==> src/shared/vpsd_pkg.sv <==
package vpsd_pkg;

  // ==========================================================
  // timebase
  // ==========================================================
  localparam int CLK_HZ        = 20_000_000;
  localparam int CLK_NS        = 1_000_000_000 / CLK_HZ;
  localparam int PULSE_MAX_NS  = 30_000;                     // 30 us
  localparam int PULSE_CYC     = PULSE_MAX_NS / CLK_NS;      // longest time, rounded down
  localparam int PERIOD_MS     = 1600;                       // 1.6 s
  localparam int PERIOD_CYC    = PERIOD_MS * (CLK_HZ / 1000);
  localparam int PCNT_W        = 10;
  localparam int TCNT_W        = 25;

  // ==========================================================
  // register map
  // ==========================================================
  localparam int          ADDR_W      = 8;
  localparam logic [7:0]  REG_CTRL    = 8'h00;
  localparam logic [7:0]  REG_STATUS  = 8'h04;
  localparam logic [7:0]  REG_PULSES  = 8'h08;
  localparam int          CTRL_VPOL   = 0;   // vsync active low
  localparam int          CTRL_RESTART = 1;  // write one to restart selection
  localparam int          ST_CHOSEN   = 0;
  localparam int          ST_PRES1    = 1;
  localparam int          ST_PRES2    = 2;
  localparam int          ST_AUTO     = 3;
  localparam int          ST_ENABLED  = 4;
  localparam int          ST_TEST     = 5;
  localparam int          ST_FSM_LSB  = 8;
  localparam logic [1:0]  RESP_OKAY   = 2'h0;
  localparam logic [1:0]  RESP_SLVERR = 2'h2;

  // ==========================================================
  // types
  // ==========================================================
  typedef enum logic [2:0] {
    S_OFF    = 3'h0,
    S_MODE   = 3'h1,
    S_PROBE  = 3'h2,
    S_CHOOSE = 3'h3,
    S_RUN    = 3'h4
  } vpsd_state_t;

  typedef struct packed {
    logic red;
    logic green;
    logic blue;
    logic hsync;
    logic vsync;
    logic ddc_data;
    logic ddc_clk;
  } vpsd_route_t;

  typedef struct packed {
    logic ce_n;
    logic mode;
    logic choice;
    logic vsync;
    logic sense1;
    logic sense2;
    logic test_n;
  } vpsd_pins_t;

  localparam vpsd_route_t ROUTE_OFF = 7'h00;
  localparam vpsd_route_t ROUTE_ALL = 7'h7F;
  localparam vpsd_pins_t  PINS_RST  = 7'h41;   // disabled, test high

  // port code: 0 is port one, 1 is port two
  function automatic logic choose_port(input logic auto_on, input logic prio,
                                       input logic p1, input logic p2);
    if (auto_on && (p1 ^ p2))
      return p2;
    return prio;
  endfunction : choose_port

endpackage : vpsd_pkg

==> src/hdl/vpsd_sync.sv <==
`timescale 1ns/1ps
module vpsd_sync
  import vpsd_pkg::*;
(
  // clock and reset
  input  wire logic               aclk,
  input  wire logic               aresetn,
  // pins in and clean levels out
  input  wire vpsd_pkg::vpsd_pins_t pins_raw,
  output      vpsd_pkg::vpsd_pins_t pins
);

  vpsd_pins_t s1;
  vpsd_pins_t s2;
  vpsd_pins_t s3;

  // ==========================================================
  // three stages; a bit moves only once stages two and three agree
  // ==========================================================
  always_ff @(posedge aclk)
  begin
    if (!aresetn)
    begin
      s1   <= PINS_RST;
      s2   <= PINS_RST;
      s3   <= PINS_RST;
      pins <= PINS_RST;
    end
    else
    begin
      s1   <= pins_raw;
      s2   <= s1;
      s3   <= s2;
      pins <= (~(s2 ^ s3) & s3) | ((s2 ^ s3) & pins);
    end
  end

endmodule : vpsd_sync

==> src/hdl/vpsd_probe_pulse.sv <==
`timescale 1ns/1ps
module vpsd_probe_pulse
  import vpsd_pkg::*;
(
  // clock and reset
  input  wire logic aclk,
  input  wire logic aresetn,
  // control
  input  wire logic start,
  input  wire logic abort,
  // pulse state
  output logic      active,
  output logic      done
);

  logic [PCNT_W-1:0] cnt;

  // ==========================================================
  // fixed width pulse; ends on its own well inside back porch
  // ==========================================================
  always_ff @(posedge aclk)
  begin
    if (!aresetn || abort)
    begin
      active <= 1'b0;
      cnt    <= '0;
    end
    else if (!active && start)
    begin
      active <= 1'b1;
      cnt    <= '0;
    end
    else if (active)
    begin
      active <= !done;
      cnt    <= cnt + PCNT_W'(1);
    end
  end

  // last cycle of the pulse, the sense comparators are sampled here
  assign done = active && (cnt == PCNT_W'(PULSE_CYC - 1));

endmodule : vpsd_probe_pulse

==> src/hdl/vpsd_top.sv <==
// Our own choices: the address map and the AXI4-Lite register port.
`timescale 1ns/1ps
module vpsd_top #(
  parameter int unsigned PROBE_PERIOD_CYC = vpsd_pkg::PERIOD_CYC
) (
  // clock and reset
  input  wire logic                 aclk,
  input  wire logic                 aresetn,
  // control pins
  input  wire logic                 chip_enable_n,
  input  wire logic                 switch_mode_select,
  input  wire logic                 port_choice,
  input  wire logic                 test_mode_n,
  // source sync and termination sense per port
  input  wire logic                 vsync_source,
  input  wire logic                 term_sense_one,
  input  wire logic                 term_sense_two,
  // switch path enables
  output      vpsd_pkg::vpsd_route_t port_one_route,
  output      vpsd_pkg::vpsd_route_t port_two_route,
  // detection pulse drive on the blue lines
  output logic                      blue_port_one_probe,
  output logic                      blue_port_two_probe,
  // open drain monitor presence
  output logic                      hot_plug_indication_o,
  output logic                      hot_plug_indication_oe_n,
  // axi4-lite write address
  input  wire logic [7:0]           awaddr,
  input  wire logic                 awvalid,
  output logic                      awready,
  // axi4-lite write data
  input  wire logic [31:0]          wdata,
  input  wire logic [3:0]           wstrb,
  input  wire logic                 wvalid,
  output logic                      wready,
  // axi4-lite write response
  output logic [1:0]                bresp,
  output logic                      bvalid,
  input  wire logic                 bready,
  // axi4-lite read address
  input  wire logic [7:0]           araddr,
  input  wire logic                 arvalid,
  output logic                      arready,
  // axi4-lite read data
  output logic [31:0]               rdata,
  output logic [1:0]                rresp,
  output logic                      rvalid,
  input  wire logic                 rready
);
  import vpsd_pkg::*;

  // ==========================================================
  // declarations
  // ==========================================================
  vpsd_pins_t        pins_raw;
  vpsd_pins_t        pins;
  vpsd_state_t       state;
  logic              mode_seen;
  logic              auto_mode;
  logic              chosen;
  logic              pres1;
  logic              pres2;
  logic              chosen_pres;
  logic              vpol_low;
  logic              restart_req;
  logic              vs_d;
  logic              vs_active;
  logic              vs_trail;
  logic [TCNT_W-1:0] period_cnt;
  logic              period_hit;
  logic              start_pulse;
  logic              probe_active;
  logic              probe_done;
  logic              mode_changed;
  logic              loss;
  logic [31:0]       pulse_count;
  logic [31:0]       status_word;
  logic              wr_take;
  logic              rd_take;

  // ==========================================================
  // input conditioning
  // ==========================================================
  // pads carry pull-down on mode and pull-up on test, so open pins read as normal
  assign pins_raw = '{ce_n: chip_enable_n, mode: switch_mode_select, choice: port_choice,
                      vsync: vsync_source, sense1: term_sense_one, sense2: term_sense_two,
                      test_n: test_mode_n};

  vpsd_sync u_sync (
    .aclk     (aclk),
    .aresetn  (aresetn),
    .pins_raw (pins_raw),
    .pins     (pins)
  );

  // ==========================================================
  // event detection
  // ==========================================================
  // vsync polarity differs between video modes, software picks it
  assign vs_active    = pins.vsync ^ vpol_low;
  assign vs_trail     = vs_d && !vs_active;
  assign auto_mode    = !mode_seen;
  assign chosen_pres  = chosen ? pres2 : pres1;
  assign mode_changed = (state == S_PROBE || state == S_CHOOSE || state == S_RUN)
                        && (pins.mode != mode_seen);
  assign loss         = (state == S_RUN) && probe_done && chosen_pres
                        && !(chosen ? pins.sense2 : pins.sense1);
  assign period_hit   = period_cnt == TCNT_W'(PROBE_PERIOD_CYC - 1);

  // previous vsync level for the trailing edge
  always_ff @(posedge aclk)
  begin
    if (!aresetn)
      vs_d <= 1'b0;
    else
      vs_d <= vs_active;
  end

  // ==========================================================
  // port selection state machine
  // ==========================================================
  always_ff @(posedge aclk)
  begin
    if (!aresetn)
      state <= S_OFF;
    else if (pins.ce_n)
      state <= S_OFF;
    else
      unique case (state)
        S_OFF:    state <= S_MODE;
        S_MODE:   state <= S_PROBE;
        S_PROBE:
        begin
          if (mode_changed)
            state <= S_MODE;
          else if (probe_done)
            state <= S_CHOOSE;
        end
        S_CHOOSE: state <= mode_changed ? S_MODE : S_RUN;
        S_RUN:
        begin
          if (mode_changed || loss || restart_req)
            state <= S_MODE;
        end
        default:  state <= S_OFF;
      endcase
  end

  // mode is looked at once per selection round
  always_ff @(posedge aclk)
  begin
    if (!aresetn)
      mode_seen <= 1'b0;
    else if (state == S_MODE)
      mode_seen <= pins.mode;
  end

  // ==========================================================
  // detection pulses
  // ==========================================================
  // in run a pulse starts at the vsync trailing edge, so it lands in back porch, or on the idle timer; selection starts one at once
  // a pulse that ended just as selection restarted is replaced, so probing never stalls
  assign start_pulse = !probe_active && ((state == S_MODE) || (state == S_PROBE)
                       || ((state == S_RUN) && (vs_trail || period_hit)));

  vpsd_probe_pulse u_pulse (
    .aclk    (aclk),
    .aresetn (aresetn),
    .start   (start_pulse),
    .abort   (pins.ce_n),
    .active  (probe_active),
    .done    (probe_done)
  );

  // probes go out on both ports together, both driven by the one pulse
  assign blue_port_one_probe = probe_active;
  assign blue_port_two_probe = probe_active;

  // idle timer restarts on every pulse, so with live vsync it never fires
  always_ff @(posedge aclk)
  begin
    if (!aresetn || state != S_RUN || start_pulse)
      period_cnt <= '0;
    else
      period_cnt <= period_cnt + TCNT_W'(1);
  end

  // per port presence, held until the next pulse ends
  always_ff @(posedge aclk)
  begin
    if (!aresetn || state == S_OFF)
    begin
      pres1 <= 1'b0;
      pres2 <= 1'b0;
    end
    else if (probe_done)
    begin
      pres1 <= pins.sense1;
      pres2 <= pins.sense2;
    end
  end

  // ==========================================================
  // chosen port
  // ==========================================================
  always_ff @(posedge aclk)
  begin
    if (!aresetn)
      chosen <= 1'b0;
    else if (state == S_CHOOSE)
      chosen <= choose_port(auto_mode, pins.choice, pres1, pres2);
    else if (state == S_RUN && !auto_mode)
      chosen <= pins.choice;
    else if (state == S_RUN && !chosen_pres)
      chosen <= choose_port(1'b1, pins.choice, pres1, pres2);
  end

  // ==========================================================
  // switch paths and presence pin
  // ==========================================================
  // paths only close after a choice; all seven move as one
  always_ff @(posedge aclk)
  begin
    if (!aresetn || pins.ce_n || state != S_RUN)
    begin
      port_one_route <= ROUTE_OFF;
      port_two_route <= ROUTE_OFF;
    end
    else
    begin
      port_one_route <= chosen ? ROUTE_OFF : ROUTE_ALL;
      port_two_route <= chosen ? ROUTE_ALL : ROUTE_OFF;
    end
  end

  // open drain: data fixed low, enable low only while driving
  assign hot_plug_indication_o = 1'b0;

  always_ff @(posedge aclk)
  begin
    if (!aresetn)
      hot_plug_indication_oe_n <= 1'b1;
    else
      hot_plug_indication_oe_n <= !(state == S_RUN && !pins.ce_n && chosen_pres);
  end

  // ==========================================================
  // register slave
  // ==========================================================
  function automatic logic is_mapped(input logic [ADDR_W-1:0] a);
    return (a == REG_CTRL) || (a == REG_STATUS) || (a == REG_PULSES);
  endfunction : is_mapped

  // address and data are taken together, one write outstanding at most
  assign wr_take = awvalid && wvalid && !bvalid;
  assign awready = wr_take;
  assign wready  = wr_take;
  assign rd_take = arvalid && !rvalid;
  assign arready = !rvalid;

  // write response
  always_ff @(posedge aclk)
  begin
    if (!aresetn)
    begin
      bvalid <= 1'b0;
      bresp  <= RESP_OKAY;
    end
    else if (wr_take)
    begin
      bvalid <= 1'b1;
      bresp  <= is_mapped({awaddr[7:2], 2'h0}) ? RESP_OKAY : RESP_SLVERR;
    end
    else if (bready)
      bvalid <= 1'b0;
  end

  // control register; restart bit is a one cycle strobe
  always_ff @(posedge aclk)
  begin
    if (!aresetn)
    begin
      vpol_low    <= 1'b0;
      restart_req <= 1'b0;
    end
    else
    begin
      restart_req <= 1'b0;
      if (wr_take && {awaddr[7:2], 2'h0} == REG_CTRL && wstrb[0])
      begin
        vpol_low    <= wdata[CTRL_VPOL];
        restart_req <= wdata[CTRL_RESTART];
      end
    end
  end

  // count of detection pulses issued
  always_ff @(posedge aclk)
  begin
    if (!aresetn)
      pulse_count <= 32'h0;
    else if (start_pulse)
      pulse_count <= pulse_count + 32'h1;
  end

  // live status snapshot; test pin shown for board checks
  always_comb
  begin
    status_word                     = 32'h0;
    status_word[ST_CHOSEN]          = chosen;
    status_word[ST_PRES1]           = pres1;
    status_word[ST_PRES2]           = pres2;
    status_word[ST_AUTO]            = auto_mode;
    status_word[ST_ENABLED]         = !pins.ce_n;
    status_word[ST_TEST]            = pins.test_n;
    status_word[ST_FSM_LSB +: 3]    = state;
  end

  // read data held until taken
  always_ff @(posedge aclk)
  begin
    if (!aresetn)
    begin
      rvalid <= 1'b0;
      rdata  <= 32'h0;
      rresp  <= RESP_OKAY;
    end
    else if (rd_take)
    begin
      rvalid <= 1'b1;
      rresp  <= is_mapped({araddr[7:2], 2'h0}) ? RESP_OKAY : RESP_SLVERR;
      unique case ({araddr[7:2], 2'h0})
        REG_CTRL:   rdata <= {30'h0, 1'b0, vpol_low};
        REG_STATUS: rdata <= status_word;
        REG_PULSES: rdata <= pulse_count;
        default:    rdata <= 32'h0;
      endcase
    end
    else if (rready)
      rvalid <= 1'b0;
  end

  logic [PCNT_W:0] run_len;

  // helper: length of the current pulse
  always_ff @(posedge aclk)
  begin
    if (!aresetn || !probe_active)
      run_len <= '0;
    else
      run_len <= run_len + (PCNT_W + 1)'(1);
  end
endmodule : vpsd_top

==> config.mk <==
export PLATFORM = sky130hd
export DESIGN_NAME = vpsd_top
export DESIGN_NICKNAME = d
export VERILOG_FILES = /design/src/shared/vpsd_pkg.sv /design/src/hdl/vpsd_sync.sv /design/src/hdl/vpsd_probe_pulse.sv /design/src/hdl/vpsd_top.sv
export SDC_FILE = /design/constraint.sdc
export NUM_CORES = 1
export LEC_CHECK = 0
export ABC_AREA = 1
export BUFFER_PORTS_ARGS = -buffer_cell sky130_fd_sc_hd__buf_2
export CORE_MARGIN = 3
export CORE_UTILIZATION = 35
export CTS_BUF_LIST = sky130_fd_sc_hd__clkbuf_4
export DETAILED_ROUTE_END_ITERATION = 16
export GPL_TIMING_DRIVEN = 0
export PLACE_DENSITY = 0.57
export SLEW_MARGIN = 40
export SYNTH_ARGS = -nofsm -noshare
export SYNTH_HDL_FRONTEND = slang
export SYNTH_SLANG_ARGS = --single-unit
export TNS_END_PERCENT = 20
==> constraint.sdc <==
create_clock -name aclk -period 4.5 [get_ports aclk]
set_input_delay 0.225 -clock aclk [delete_from_list [all_inputs] [get_ports aclk]]
set_output_delay 0.225 -clock aclk [all_outputs]
set_load 0.01 [all_outputs]
==> results.py <==
metrics = {
    "run_status": {
        "outcome": "complete, no violations",
    },
    "timing": {
        "min_period_ns": 2.074,
        "rsz0062_at_grt": "no",
        "worst_slack_ns": 2.426,
        "hold_violations": 0,
        "worst_clock_skew_ns": 0.03534,
        "tightest_slew_ns": 0.6229,
        "setup_tns_ns": 0,
        "setup_viol": 0,
        "clock.fmax_mhz": 482.1,
        "slew_headroom": 0.5847,
        "fin_crit_sh": 0.4609,
        "drv_slew": 0,
    },
    "critical_path": {
        "critical_path_buf_inv_count": 1,
        "arrival_ns": 2.58,
        "end_kind": "register",
        "crit_path_cell_trace": "ha_1, inv_1, nor2_1, nand2_1, nor2_1, xor2_1, nand3_1, a21oi_1",
        "cpLargestDelayFamily": "simple AND/OR/NAND/NOR gates",
        "cp_max_fo": 5,
        "cp-start-kind": "register",
        "slowest_delay_ns": 0.44,
        "critical_path_class": "register to register",
        "crit_required_ns": 5.00,
        "crit_slowest_cell": "dfxtp_1",
        "cpMostUsedCell": "nor2_1",
    },
    "clock_tree": {
        "clock_path_buffers": 2,
        "cts_setup_buffers": 0,
        "clock-sinks": 145,
        "cts_buffers": 17,
        "clk_pin_slew_ns": 0.15,
        "clk_latency_ns": 0.58,
        "htreeDepth": 4,
        "cts-root-buf": "clkbuf_4",
        "cts_tree": "yes",
        "postCtsHoldBufs": 19,
        "cts_resized": 0,
    },
    "synth": {
        "synth_top_family_by_area": "simple AND/OR/NAND/NOR gates",
        "yosys.area_share.xor_xnor": 0.05992,
        "syn_avg_cell_area_um2": 7.068,
        "synth_seq_cells": 145,
        "synth_compound_gate_area_share": 0.1040,
        "yosys.area_share.simple": 0.3134,
        "synthMuxAreaShare": 0,
        "seq_area_frac_synth": 0.4225,
        "yosys.area_share.adder": 0.005463,
        "ys_types": 34,
        "syn_area_um2": 6870,
        "yosys_warnings": 0,
        "syn_inst": 972,
    },
    "detailed_routing": {
        "drt_iter0_markers": 360,
        "dr.pass1.iters": 4,
        "route.detailed.drc": 0,
        "wl_per_cell_um": 12.60,
        "avgViaCountPerCell": 4.540,
        "vias": 6229,
        "drtAntennaViolNets": 0,
        "routed_wl_mm": 17.29,
    },
    "global_route": {
        "grtUsageTotal": 0.1641,
        "overflow": 0,
        "antenna_found_initial": 1,
        "grt_pass1_wl_mm": 28.64,
        "grt_pass1_vias": 5689,
        "grt_max_degree": 19,
    },
    "placed_design": {
        "pre_cts_ws_ns": 2.503,
        "placed_area_um2": 7624,
        "gp_congestion": 0.9072,
        "port_buffers": 84,
        "hpwl_mm": 13.13,
    },
    "die": {
        "die_h_um": 146.1,
        "die_area_um2": 21350,
        "core_area_um2": 19020,
        "initial_utilization": 0.3612,
        "die_w_um": 146.1,
        "io_pins": 125,
        "rows": 50,
    },
    "power_and_ir_drop": {
        "power.density_nw_per_um2": 283.6,
        "irDropWorstVdd_mv": 0.1967,
        "finalPower_mw": 2.307,
        "leakagePower_nw": 3.201,
    },
    "final_layout": {
        "fillers": 2015,
        "final_area_um2": 8137,
        "finalNetCount": 1165,
        "final_layout_size_suffix_gt1_frac": 0.1587,
        "syn_to_final_growth_pct": 18.43,
    },
    "min_path": {
        "holdCritPathClass": "primary input to register",
    },
    "job": {
        "drv_cap": 0,
    },
}
-- cells by family after synthesis --
logic type      Yosys count
simple gates            499
flops                   145
compound gates          140
buf+inv                 137
xor+xnor                 47
fa+ha+maj                 3
other cells               1
-- layer usage --
layer / GRT usage / share of wire / vias to the layer above / wire length [µm]
li1: - / - / 3320 / -
met1: 0.2269 / 0.49 / 2777 / 8552
met2: 0.2559 / 0.44 / 116 / 7639
met3: 0.03911 / 0.047 / 16 / 819
met4: 0.04845 / 0.016 / 0 / 275
met5: 0 / 0 / - / 0
-- report_power, final --
| part | switching [mW] | internal (mW) | total [mW] |
|---|---|---|---|
| Sequential | 0.0102 | 1.31 | 1.32 |
| Combinational | 0.0711 | 0.0500 | 0.121 |
| Clock | 0.601 | 0.266 | 0.868 |
| Total | 0.683 | 1.62 | 2.31 |
-- Yosys cell counts --
library cell  instances  share of area
nand2_1             253           0.14
dfxtp_1             145           0.42
nor2_1              132          0.072
inv_1                86          0.047
a21oi_1              84          0.061
nand3_1              51          0.037
o21ai_0              51          0.037
xor2_1               27          0.034
xnor2_1              20          0.025
buf_4                17          0.019
clkbuf_1             16         0.0087
nand3b_1             14          0.015
nor3_1               12         0.0087
nand4_1              10         0.0091
buf_6                 8          0.013
buf_2                 7         0.0051
nor2_2                7         0.0064
or2_2                 7         0.0064
nand2_2               4         0.0036
ha_1                  3         0.0055
clkinv_1              2         0.0011
nand2_4               2         0.0033
nand3_2               2         0.0029
nor2_4                2         0.0033
a31oi_1               1        0.00091
conb_1                1        0.00055
inv_2                 1        0.00055
nand2_8               1         0.0029
nand3_4               1         0.0026
nor3_2                1         0.0015
o2111ai_1             1         0.0013
o21a_1                1         0.0011
o221ai_1              1         0.0013
o31ai_1               1         0.0011
-- area by class of cell --
cell class | count | area, µm² | area share
Antenna cell | 3 | 7.507 | 0.0009227
Buffer | 48 | 312.8 | 0.03844
Clock buffer | 17 | 127.6 | 0.01569
Clock inverter | 15 | 187.7 | 0.02307
Inverter | 89 | 334.1 | 0.04106
Multi-Input combinational cell | 692 | 3328 | 0.4090
Sequential cell | 145 | 2903 | 0.3568
Tap cell | 260 | 325.3 | 0.03998
Timing Repair Buffer | 103 | 610.6 | 0.07504
-- stage by stage --
step	utilization	cells	hold WS (ns)
global route	0.4278	1372	0.01537
floorplan	-	974	0.3226
CTS	0.4274	1369	0.02283
global placement	0.4009	1318	0.3932
detailed placement	0.4009	1318	0.3981
finish	0.4278	1372	0.05683
-- cells in the final DEF, fill, tap and decap left out, drive strengths merged --
cell and n:
clkbuf 33, dfxtp 145, a21oi 84, nor3 13, nand3 54, diode 3, nand4 10, nor2 141
buf 116, or2 7, a31oi 1, conb 3, nand2 260, xor2 27, o221ai 1, o21ai 51
o21a 1, ha 3, o31ai 1, dlygate4sd3 19, o2111ai 1, clkinv 10, nand3b 14, inv 94
xnor2 20
-- flip-flops by register name, indices dropped and copies added (netlist names), 3 cells and up, named ones only --
| signal | count |
|---|---|
| pulse_count | 32 |
| rdata | 32 |
| period_cnt | 25 |
| u_pulse.cnt | 10 |
| u_sync.s1 | 7 |
| u_sync.s2 | 7 |
| u_sync.s3 | 7 |
| state | 3 |
-- path summary, 6_finish.rpt --
| check | from | end | slack (ns) | cells past startpoint |
|---|---|---|---|---|
| setup reg to reg | pulse_count[1] | pulse_count[16] | 2.43 | 8 |
| setup / recovery | pulse_count[1] | pulse_count[16] | 2.43 | 8 |
| hold reg to reg | u_sync.s1[4] | u_sync.s2[4] | 0.43 | 2 |
| hold / removal | aresetn | period_cnt[9] | 0.06 | 3 |
-- worst min-delay path: cells and delay by family --
family	cells	cell delay [ns]
AND/OR/NAND/NOR	2	0.19
buffers and inverters	1	0.18
(Power assumes the default switching activity.)
